$ cat src/link_timers_pkg.sv
// What this block does
// Full-duplex point-to-point uses the timer as reply timer; other modes as selection timer; a tributary in the two multipoint modes runs no timer
// Only one transmitter active at once; ours is off while remote owns line
// Received select flag grants transmit permission after reception completes
// Sending select flag stops transmission after the current message completes
// Selection timer starts on selecting remote, restarts on each valid message
// Selection timeout: keep the line and resume transmitting as if selected back
// Sync character count defaults to 10 at low speed, 15 at high
// Low speed range below 250K b/s; high range 250K to 1M b/s
// Host should program different timer values at the two half-duplex ends
// Reply timer bounds message-to-acknowledge wait; expiry starts error recovery
// Selection and reply timer default period is 3 seconds
// Timer may start before short messages (40 bytes or less) reach the line
// Babbling timer runs in half- and full-duplex multipoint control modes
// Measure continuous tributary transmit time against the babbling timeout
// Babbling timeout reports babbling code and offending tributary address to host
// After a babbling report, no further corrective action on the line
// Tributary counts sent messages; at the maximum it forces the select flag
// Maximum message count is the upper parameter byte; lower byte ignored
// All timers count down on a common millisecond tick, expiring once per start
package link_timers_pkg;
  localparam int CLK_PERIOD_NS = 4;
  localparam int MS_NS = 1000000;
  localparam int TICK_CYCLES = MS_NS / CLK_PERIOD_NS;
  localparam int SEL_DEFAULT_S = 3;
  localparam logic [15:0] SEL_DEFAULT_MS = 16'(SEL_DEFAULT_S * 1000);
  localparam logic [15:0] BABBLE_DEFAULT_MS = 16'h1770;
  localparam logic [15:0] SYNC_LOW = 16'h000a;
  localparam logic [15:0] SYNC_HIGH = 16'h000f;
  localparam logic [15:0] RATE_SPLIT_KBPS = 16'h00fa;
  localparam logic [15:0] RATE_MAX_KBPS = 16'h03e8;
  localparam int SHORT_MSG_BYTES = 40;
  localparam logic [7:0] BABBLE_CODE = 8'h01;
  // Register byte offsets
  localparam logic [7:0] ADDR_CTRL = 8'h00;
  localparam logic [7:0] ADDR_SEL_PERIOD = 8'h04;
  localparam logic [7:0] ADDR_BAB_PERIOD = 8'h08;
  localparam logic [7:0] ADDR_MAX_TX = 8'h0c;
  localparam logic [7:0] ADDR_SYNC = 8'h10;
  localparam logic [7:0] ADDR_RATE = 8'h14;
  localparam logic [7:0] ADDR_STATUS = 8'h18;
  localparam logic [7:0] ADDR_MASK = 8'h1c;
  localparam logic [7:0] ADDR_STATE = 8'h20;
  localparam logic [7:0] ADDR_BAB_REPORT = 8'h24;
  // Control fields
  localparam int CTRL_MODE_LSB = 0;
  localparam int CTRL_SPEED_BIT = 2;
  localparam int CTRL_TRIB_BIT = 3;
  localparam int MAX_TX_LSB = 8;
  // Status bits
  localparam int NUM_EV = 5;
  localparam int EV_SEL = 0;
  localparam int EV_REPLY = 1;
  localparam int EV_BABBLE = 2;
  localparam int EV_FORCE = 3;
  localparam int EV_RATE = 4;
  typedef enum logic [1:0] {
    MODE_FDX_P2P = 2'b00,
    MODE_FDX_CTRL = 2'b01,
    MODE_HDX_CTRL = 2'b10,
    MODE_HDX_P2P = 2'b11
  } mode_t;
  typedef enum logic [0:0] {
    LS_OWN = 1'b0,
    LS_REMOTE = 1'b1
  } link_t;
endpackage : link_timers_pkg

$ cat src/link_selection_timers.sv
module link_selection_timers
  import link_timers_pkg::*;
#(
  parameter int TICK_CYCLES_P = link_timers_pkg::TICK_CYCLES
)
(
  // Clock and reset
  input wire logic hclk,
  input wire logic hresetn,
  // AHB-Lite slave
  input wire logic hsel,
  input wire logic [31:0] haddr,
  input wire logic [1:0] htrans,
  input wire logic hwrite,
  input wire logic [2:0] hsize,
  input wire logic [31:0] hwdata,
  input wire logic hready,
  output logic [31:0] hrdata,
  output logic hreadyout,
  output logic hresp,
  // Message framer events
  input wire logic tx_msg_done,
  input wire logic tx_msg_sel,
  input wire logic rx_msg_done,
  input wire logic rx_msg_valid,
  input wire logic rx_msg_sel,
  input wire logic [7:0] rx_msg_addr,
  input wire logic ack_rx,
  input wire logic remote_carrier,
  // Link control
  output logic tx_permit,
  output logic force_sel,
  output logic recover,
  output logic babble_resp,
  output logic [7:0] babble_code,
  output logic [7:0] babble_addr,
  output logic [15:0] sync_count,
  // Interrupt
  output logic irq
);
  import link_timers_pkg::*;

  localparam int DIV_W = $clog2(TICK_CYCLES_P);

  typedef struct packed {
    mode_t mode;
    logic speed_high;
    logic trib;
    logic [15:0] sel_period;
    logic [15:0] bab_period;
    logic [7:0] max_tx;
    logic [15:0] sync_set;
    logic sync_wr;
    logic [15:0] sync_cnt;
    logic [15:0] rate_kbps;
    logic [NUM_EV-1:0] status;
    logic [NUM_EV-1:0] mask;
    link_t link;
    logic [15:0] sel_cnt;
    logic sel_run;
    logic [15:0] rep_cnt;
    logic rep_run;
    logic [15:0] bab_cnt;
    logic bab_run;
    logic bab_done;
    logic [7:0] msg_cnt;
    logic [7:0] cur_trib;
    logic [7:0] bab_addr;
    logic recover;
    logic bab_resp;
    logic [DIV_W-1:0] div;
    logic tick;
    logic ap_wr;
    logic [7:0] ap_addr;
    logic [31:0] rdata;
  } state_t;

  state_t r_reg;
  state_t r_next;

  logic reply_mode;
  logic sel_mode;
  logic ctrl_mp;
  logic rate_bad;
  logic ap_take;
  logic rx_good;

  always_comb
  begin
    reply_mode = (r_reg.mode == MODE_FDX_P2P);
    sel_mode = !reply_mode && !(r_reg.trib && r_reg.mode != MODE_HDX_P2P);
    ctrl_mp = !r_reg.trib && (r_reg.mode == MODE_FDX_CTRL || r_reg.mode == MODE_HDX_CTRL);
    rx_good = rx_msg_done && rx_msg_valid;
    ap_take = hsel && hready && htrans[1];
    // Speed range bounds the programmed line rate
    if (r_reg.speed_high)
      rate_bad = (r_reg.rate_kbps < RATE_SPLIT_KBPS) || (r_reg.rate_kbps > RATE_MAX_KBPS);
    else
      rate_bad = (r_reg.rate_kbps >= RATE_SPLIT_KBPS);
  end

  always_comb
  begin
    logic [NUM_EV-1:0] ev;
    logic [NUM_EV-1:0] clr;
    ev = '0;
    clr = '0;
    r_next = r_reg;
    r_next.recover = 1'b0;
    r_next.bab_resp = 1'b0;
    r_next.tick = 1'b0;

    // Common millisecond time base
    if (r_reg.div == DIV_W'(TICK_CYCLES_P - 1))
    begin
      r_next.div = '0;
      r_next.tick = 1'b1;
    end
    else
      r_next.div = r_reg.div + 1'b1;

    if (rx_msg_done)
      r_next.cur_trib = rx_msg_addr;

    if (reply_mode)
    begin
      // No sharing in this mode, line always ours
      r_next.link = LS_OWN;
      r_next.sel_run = 1'b0;
      r_next.msg_cnt = '0;
      if (r_reg.rep_run && r_reg.tick)
      begin
        if (r_reg.rep_cnt <= 16'h0001)
        begin
          r_next.rep_run = 1'b0;
          r_next.recover = 1'b1;
          ev[EV_REPLY] = 1'b1;
        end
        else
          r_next.rep_cnt = r_reg.rep_cnt - 1'b1;
      end
      if (tx_msg_done && !r_reg.rep_run)
      begin
        r_next.rep_run = 1'b1;
        r_next.rep_cnt = r_reg.sel_period;
      end
      if (ack_rx)
        r_next.rep_run = 1'b0;
    end
    else
    begin
      r_next.rep_run = 1'b0;
      case (r_reg.link)
        LS_OWN:
        begin
          if (tx_msg_done && force_sel)
            ev[EV_FORCE] = 1'b1;
          if (tx_msg_done && (tx_msg_sel || force_sel))
          begin
            // Timer starts at hand-off; short messages may still sit in the buffer
            r_next.link = LS_REMOTE;
            r_next.sel_run = sel_mode;
            r_next.sel_cnt = r_reg.sel_period;
            r_next.msg_cnt = '0;
          end
          else if (tx_msg_done)
            r_next.msg_cnt = r_reg.msg_cnt + 1'b1;
        end
        LS_REMOTE:
        begin
          if (r_reg.sel_run && r_reg.tick)
            r_next.sel_cnt = r_reg.sel_cnt - 1'b1;
          if (rx_good && rx_msg_sel)
          begin
            r_next.link = LS_OWN;
            r_next.sel_run = 1'b0;
          end
          else if (rx_good)
            r_next.sel_cnt = r_reg.sel_period;
          else if (r_reg.sel_run && r_reg.tick && r_reg.sel_cnt <= 16'h0001)
          begin
            r_next.link = LS_OWN;
            r_next.sel_run = 1'b0;
            ev[EV_SEL] = 1'b1;
          end
        end
        default:
          r_next.link = LS_OWN;
      endcase
    end

    // Babbling tributary watch; report only, line left alone
    if (!ctrl_mp || !remote_carrier)
    begin
      r_next.bab_run = 1'b0;
      r_next.bab_done = 1'b0;
    end
    else if (!r_reg.bab_run && !r_reg.bab_done)
    begin
      r_next.bab_run = 1'b1;
      r_next.bab_cnt = r_reg.bab_period;
    end
    else if (r_reg.bab_run && r_reg.tick)
    begin
      if (r_reg.bab_cnt <= 16'h0001)
      begin
        r_next.bab_run = 1'b0;
        r_next.bab_done = 1'b1;
        r_next.bab_resp = 1'b1;
        r_next.bab_addr = r_reg.cur_trib;
        ev[EV_BABBLE] = 1'b1;
      end
      else
        r_next.bab_cnt = r_reg.bab_cnt - 1'b1;
    end

    ev[EV_RATE] = rate_bad;
    r_next.sync_cnt = r_reg.sync_wr ? r_reg.sync_set : (r_reg.speed_high ? SYNC_HIGH : SYNC_LOW);

    // Bus data phase write
    if (r_reg.ap_wr)
    begin
      case (r_reg.ap_addr)
        ADDR_CTRL:
        begin
          r_next.mode = mode_t'(hwdata[CTRL_MODE_LSB +: 2]);
          r_next.speed_high = hwdata[CTRL_SPEED_BIT];
          r_next.trib = hwdata[CTRL_TRIB_BIT];
        end
        ADDR_SEL_PERIOD: r_next.sel_period = hwdata[15:0];
        ADDR_BAB_PERIOD: r_next.bab_period = hwdata[15:0];
        ADDR_MAX_TX: r_next.max_tx = hwdata[MAX_TX_LSB +: 8];
        ADDR_SYNC:
        begin
          r_next.sync_set = hwdata[15:0];
          r_next.sync_wr = 1'b1;
        end
        ADDR_RATE: r_next.rate_kbps = hwdata[15:0];
        ADDR_STATUS: clr = hwdata[NUM_EV-1:0];
        ADDR_MASK: r_next.mask = hwdata[NUM_EV-1:0];
        default: r_next.mask = r_reg.mask;
      endcase
    end
    // A new event wins over a clear in the same cycle
    r_next.status = (r_reg.status & ~clr) | ev;

    // Bus address phase; read data ready for the next cycle
    r_next.ap_wr = ap_take && hwrite;
    r_next.ap_addr = haddr[7:0];
    if (ap_take && !hwrite)
    begin
      case (haddr[7:0])
        ADDR_CTRL: r_next.rdata = {28'h0000000, r_reg.trib, r_reg.speed_high, r_reg.mode};
        ADDR_SEL_PERIOD: r_next.rdata = {16'h0000, r_reg.sel_period};
        ADDR_BAB_PERIOD: r_next.rdata = {16'h0000, r_reg.bab_period};
        ADDR_MAX_TX: r_next.rdata = {16'h0000, r_reg.max_tx, 8'h00};
        ADDR_SYNC: r_next.rdata = {16'h0000, r_reg.sync_cnt};
        ADDR_RATE: r_next.rdata = {16'h0000, r_reg.rate_kbps};
        ADDR_STATUS: r_next.rdata = {27'h0000000, r_reg.status};
        ADDR_MASK: r_next.rdata = {27'h0000000, r_reg.mask};
        ADDR_STATE: r_next.rdata = {r_reg.sel_cnt, r_reg.msg_cnt, 3'h0, r_reg.bab_run,
                                    r_reg.rep_run, r_reg.sel_run, r_reg.link, tx_permit};
        ADDR_BAB_REPORT: r_next.rdata = {16'h0000, BABBLE_CODE, r_reg.bab_addr};
        default: r_next.rdata = 32'h00000000;
      endcase
    end
  end

  always_ff @(posedge hclk or negedge hresetn)
  begin
    if (!hresetn)
    begin
      r_reg <= '0;
      r_reg.mode <= MODE_HDX_P2P;
      r_reg.sel_period <= SEL_DEFAULT_MS;
      r_reg.bab_period <= BABBLE_DEFAULT_MS;
      r_reg.sync_cnt <= SYNC_LOW;
      r_reg.link <= LS_OWN;
    end
    else
      r_reg <= r_next;
  end

  assign tx_permit = (r_reg.link == LS_OWN);
  // Zero means no limit on messages per interval
  assign force_sel = r_reg.trib && (r_reg.max_tx != 8'h00) && (r_reg.link == LS_OWN)
                     && (r_reg.msg_cnt + 8'h01 == r_reg.max_tx);
  assign recover = r_reg.recover;
  assign babble_resp = r_reg.bab_resp;
  assign babble_code = BABBLE_CODE;
  assign babble_addr = r_reg.bab_addr;
  assign sync_count = r_reg.sync_cnt;
  assign irq = |(r_reg.status & r_reg.mask);
  assign hrdata = r_reg.rdata;
  assign hreadyout = 1'b1;
  assign hresp = 1'b0;
endmodule : link_selection_timers

$ cat config.mk
export PLATFORM = sky130hd
export DESIGN_NAME = link_selection_timers
export DESIGN_NICKNAME = d
export VERILOG_FILES = /design/src/link_timers_pkg.sv /design/src/link_selection_timers.sv
export SDC_FILE = /design/constraint.sdc
export NUM_CORES = 1
export LEC_CHECK = 0
export BUFFER_PORTS_ARGS = -buffer_cell sky130_fd_sc_hd__buf_4
export CAP_MARGIN = 25
export CORE_MARGIN = 3
export CORE_UTILIZATION = 53
export DETAILED_ROUTE_END_ITERATION = 6
export GPL_TIMING_DRIVEN = 0
export PLACE_DENSITY_LB_ADDON = 0.15
export SYNTH_ARGS = -nofsm -noshare
export SYNTH_HDL_FRONTEND = slang
export SYNTH_SLANG_ARGS = --single-unit
$ cat constraint.sdc
create_clock -name hclk -period 2.5 [get_ports hclk]
set_input_delay 0.5 -clock hclk [delete_from_list [all_inputs] [get_ports hclk]]
set_output_delay 0.5 -clock hclk [all_outputs]
set_load 0.01 [all_outputs]
==> key figures <==
Status
  – Status: finished, violations left
  – Failing checks: negative setup slack

Synth
  – Synth Instances: roughly 1200
  – Register area share after synthesis: around half
  – Ys async rst share: between 90% and 100%
  – Synth warn: 0
  – Number of synthesized flops with an enable pin: 0
  – Post-synth top flop: dfrtp_1
  – Yosys reg bits: between 200 and 250
  – Syn_area_per_cell: 10.2 um2
  – Yosys cell types: 72
  – Cell area after synthesis: about 13000 um2

Floorplan
  – Die height: 160 um
  – Initial Utilization: a little over half
  – CORE AREA: between 20000 and 25000 um2
  – Area of the die: roughly 26000 um2
  – Top Ports: 160
  – Die Span X: roughly 160 um
  – Row count: 55

Place
  – # port buffers: roughly 110
  – Placed Area: approximately 14000 um2
  – DP HPWL: 24900 um
  – GP Congestion: between 0.9 and 1

Timing
  – PnR worst setup slack: -0.448 ns
  – Clock skew: just over 0.01 ns
  – Final slew viol count: 0
  – Final TNS setup: -5.07 ns
  – Slew headroom: 37.8%
  – Final Hold Fails: 0
  – Post-route minimum period: around 3 ns
  – Endpoints failing setup: 25
  – Final Cycle Share: 118%
  – RSZ-0062 raised after global routing: true
  – Slew @ Worst Pin: around 0.93 ns
  – FMAX: between 0.3 and 0.4 GHz

Global routing
  – Initial antenna violation count: 0
  – Vias in the first global route: between 10000 and 15000
  – Total track usage: between 20% and 30%
  – GRT Residual Overflow: 0
  – Pin count of the biggest net entering global routing: 100
  – First-pass GRT wire length: ~56000 um

Clock tree
  – CTS tree: built
  – Max Root-Sink Buffers: 3
  – Worst skew pair latency: 0.53 ns
  – Root Driver: clkbuf_16
  – Clk slew on worst S/H paths: roughly 0.06 ns
  – CTS Sinks: 242
  – CTS HTree Levels: 1
  – TritonCTS Buffers: 26

Flow run
  – Max cap viols: 0

Drt
  – Iter 0 DRT Violations: approximately 980
  – Routed WL: about 35000 um
  – Detailed Routing Iterations Pass 1: 6
  – Number of vias per cell: roughly 6
  – Routed vias: between 10000 and 15000
  – Routed WL per cell: just over 20 um
  – Residual DRC: 0
  – Antenna Nets Post-Route: 0

Setup path
  – Crit-path cells: ha_4 -> xnor2_4 -> o2111ai_2 -> a2111o_1 -> nor4_4 -> buf_4
  – Largest fanout on the critical path: 3
  – Data arrival, critical path: around 2.5 ns
  – Reg2reg setup slack: -0.24 ns
  – Reg2Reg Capture Point: r_reg[121]
  – CP max stage cell: a2111o_1
  – WS Path Type: reg2out
  – CP Launch Type: flop
  – Setup crit end kind: output pin
  – CP max stage delay: between 0.4 and 0.5 ns
  – Worst r2r src: r_reg[79]
  – Worst EP required: about 2.0 ns
  – Reg2reg path depth: 11

Pwr
  – PD cells: ~680 nW/um2
  – Worst VDD drop: between 0.0005 and 0.0006 V
  – Leakage: just under 7 nW

Layout
  – Layout area overhead: 21.4%
  – Largest register FFs: 184
  – ANT cells: 0
  – Nets: 1494
  – Design Area, Final: between 15000 and 20000 um2
  – Layout cells sized above 1: roughly 30%

Hold path
  – Hold/Removal Path Class: in2reg
  – Hold endpoint: r_reg[33]
  – Hold depth: 1
  – Hold Crit Start: haddr[1]
## synthesized netlist by cell type, drive strengths merged (6+ instances only)
| cell | instances | area [um2] |
|---|---|---|
| dfrtp | 224 | 5610 |
| mux2 | 97 | 1090 |
| nand2 | 84 | 315 |
| nor2 | 81 | 304 |
| o21ai | 80 | 412 |
| buf | 76 | 562 |
| a21oi | 70 | 350 |
| clkbuf | 55 | 206 |
| nand3 | 34 | 170 |
| nor3 | 31 | 155 |
| inv | 30 | 113 |
| a22oi | 24 | 180 |
| a21o | 21 | 158 |
| a31oi | 20 | 125 |
| nor4 | 20 | 125 |
| xnor2 | 20 | 175 |
| a222oi | 18 | 180 |
| dfstp | 18 | 473 |
| and2 | 17 | 106 |
| mux2i | 15 | 150 |
| nor2b | 13 | 81.3 |
| o31ai | 13 | 97.6 |
| nand4 | 12 | 75.1 |
| and3 | 11 | 68.8 |
| nand2b | 11 | 68.8 |
| xor2 | 11 | 96.3 |
| ha | 10 | 125 |
| nand3b | 10 | 75.1 |
| or4 | 10 | 75.1 |
| a32oi | 7 | 61.3 |
| nor3b | 6 | 45.0 |
| o2bb2ai | 6 | 52.6 |
| or3 | 6 | 37.5 |
## worst max-delay path by stage
stage                     from  cells after the start  slack (ns)    endpoint
finish               r_reg[79]                      6       -0.45   force_sel
global route        r_reg[138]                      6       -0.52   force_sel
CTS                  r_reg[79]                      6       -0.41   force_sel
detailed placement    haddr[5]                      8       -0.82   hrdata[0]
global placement       hresetn                      1       -1.22   r_reg[79]
floorplan            r_reg[79]                      7       0.003  r_reg[125]
## critical path: cells and delay by family (launching register included)
family,cells,cell delay [ns]
simple gates,1,0.31
xor+xnor,1,0.12
buf+inv,1,0.18
flops,1,0.43
fa+ha+maj,1,0.31
compound gates,2,0.57
## where the power goes
group	internal, mW	switching, mW
registers	4.15	0.228
clock network	2.62	1.59
logic	0.740	1.04
total	7.51	2.86
## cell families (layout without fill, tap and decap cells)
logic type / count (synthesis) / count (layout) / share of synthesized area, %
other cells: 2 / 10 / 0.0598
flops: 242 / 242 / 48.4
mux: 112 / 112 / 9.90
compound gates: 305 / 305 / 16.1
buf+inv: 161 / 337 / 7.02
fa+ha+maj: 10 / 10 / 0.997
simple gates: 368 / 368 / 15.3
xor+xnor: 31 / 31 / 2.16
## per-stage QoR
step	power, mW	utilization, %	cells	setup slack (ns)	hold slack, ns
floorplan	5.43	-	1239	0.00275	0.204
global placement	5.90	59.9	1657	-1.22	0.437
detailed placement	5.95	60.2	1660	-0.815	0.452
CTS	10.3	65.6	1722	-0.408	0.0711
global route	10.8	66.3	1728	-0.519	0.0773
finish	10.4	66.3	1728	-0.448	0.0843
## placed cells by master, fill, tap and decap left out, types with 7 or more instances in the layout
master,netlist,layout
dfrtp_1,224,223
buf_4,70,185
mux2_2,96,96
nand2_1,84,84
nor2_1,81,78
o21ai_0,75,75
a21oi_1,70,69
clkbuf_1,55,44
nand3_1,34,33
inv_1,30,30
nor3_1,31,29
clkbuf_16,0,28
a22oi_1,24,24
a21o_1,21,21
xnor2_1,20,19
a31oi_1,20,19
a222oi_1,18,18
dfstp_2,18,18
and2_1,17,17
nor4_1,20,16
mux2i_1,15,14
o31ai_1,13,13
nor2b_1,13,12
nand4_1,12,12
nand2b_1,11,11
clkbuf_2,0,11
and3_1,11,11
or4_1,10,10
xor2_1,11,10
nand3b_1,10,10
conb_1,2,10
ha_1,10,9
clkbuf_8,0,8
a32oi_1,7,7
## timing repair
action / CTS / global route
endpoints found under the hold margin: 63 / 0
cloned: 1 / 0
setup endpoints to repair: 92 / 92
hold buffers: 1 / 0
setup buffers: 12 / 6
gates resized for setup: 36 / 37
pin swaps: 6 / 3
## cell type report
type / instances / area (um2)
inverters: 30 / 113
fillers: 1909 / 7750
plain buffers: 131 / 813
multi-input cells: 836 / 5830
flip-flops and latches: 242 / 6080
clock inverters: 10 / 155
repair buffers: 128 / 1060
clock buffers: 38 / 797
well taps: 313 / 392
## routing by layer
layer	vias to the layer above	global-route usage, %	share of wire [%]
li1	4770	-	-
met1	5170	38.6	44
met2	450	40.5	44
met3	95	6.04	8.5
met4	0	10.3	4.2
met5	-	0	0
Power figures use the tool's default switching activity.
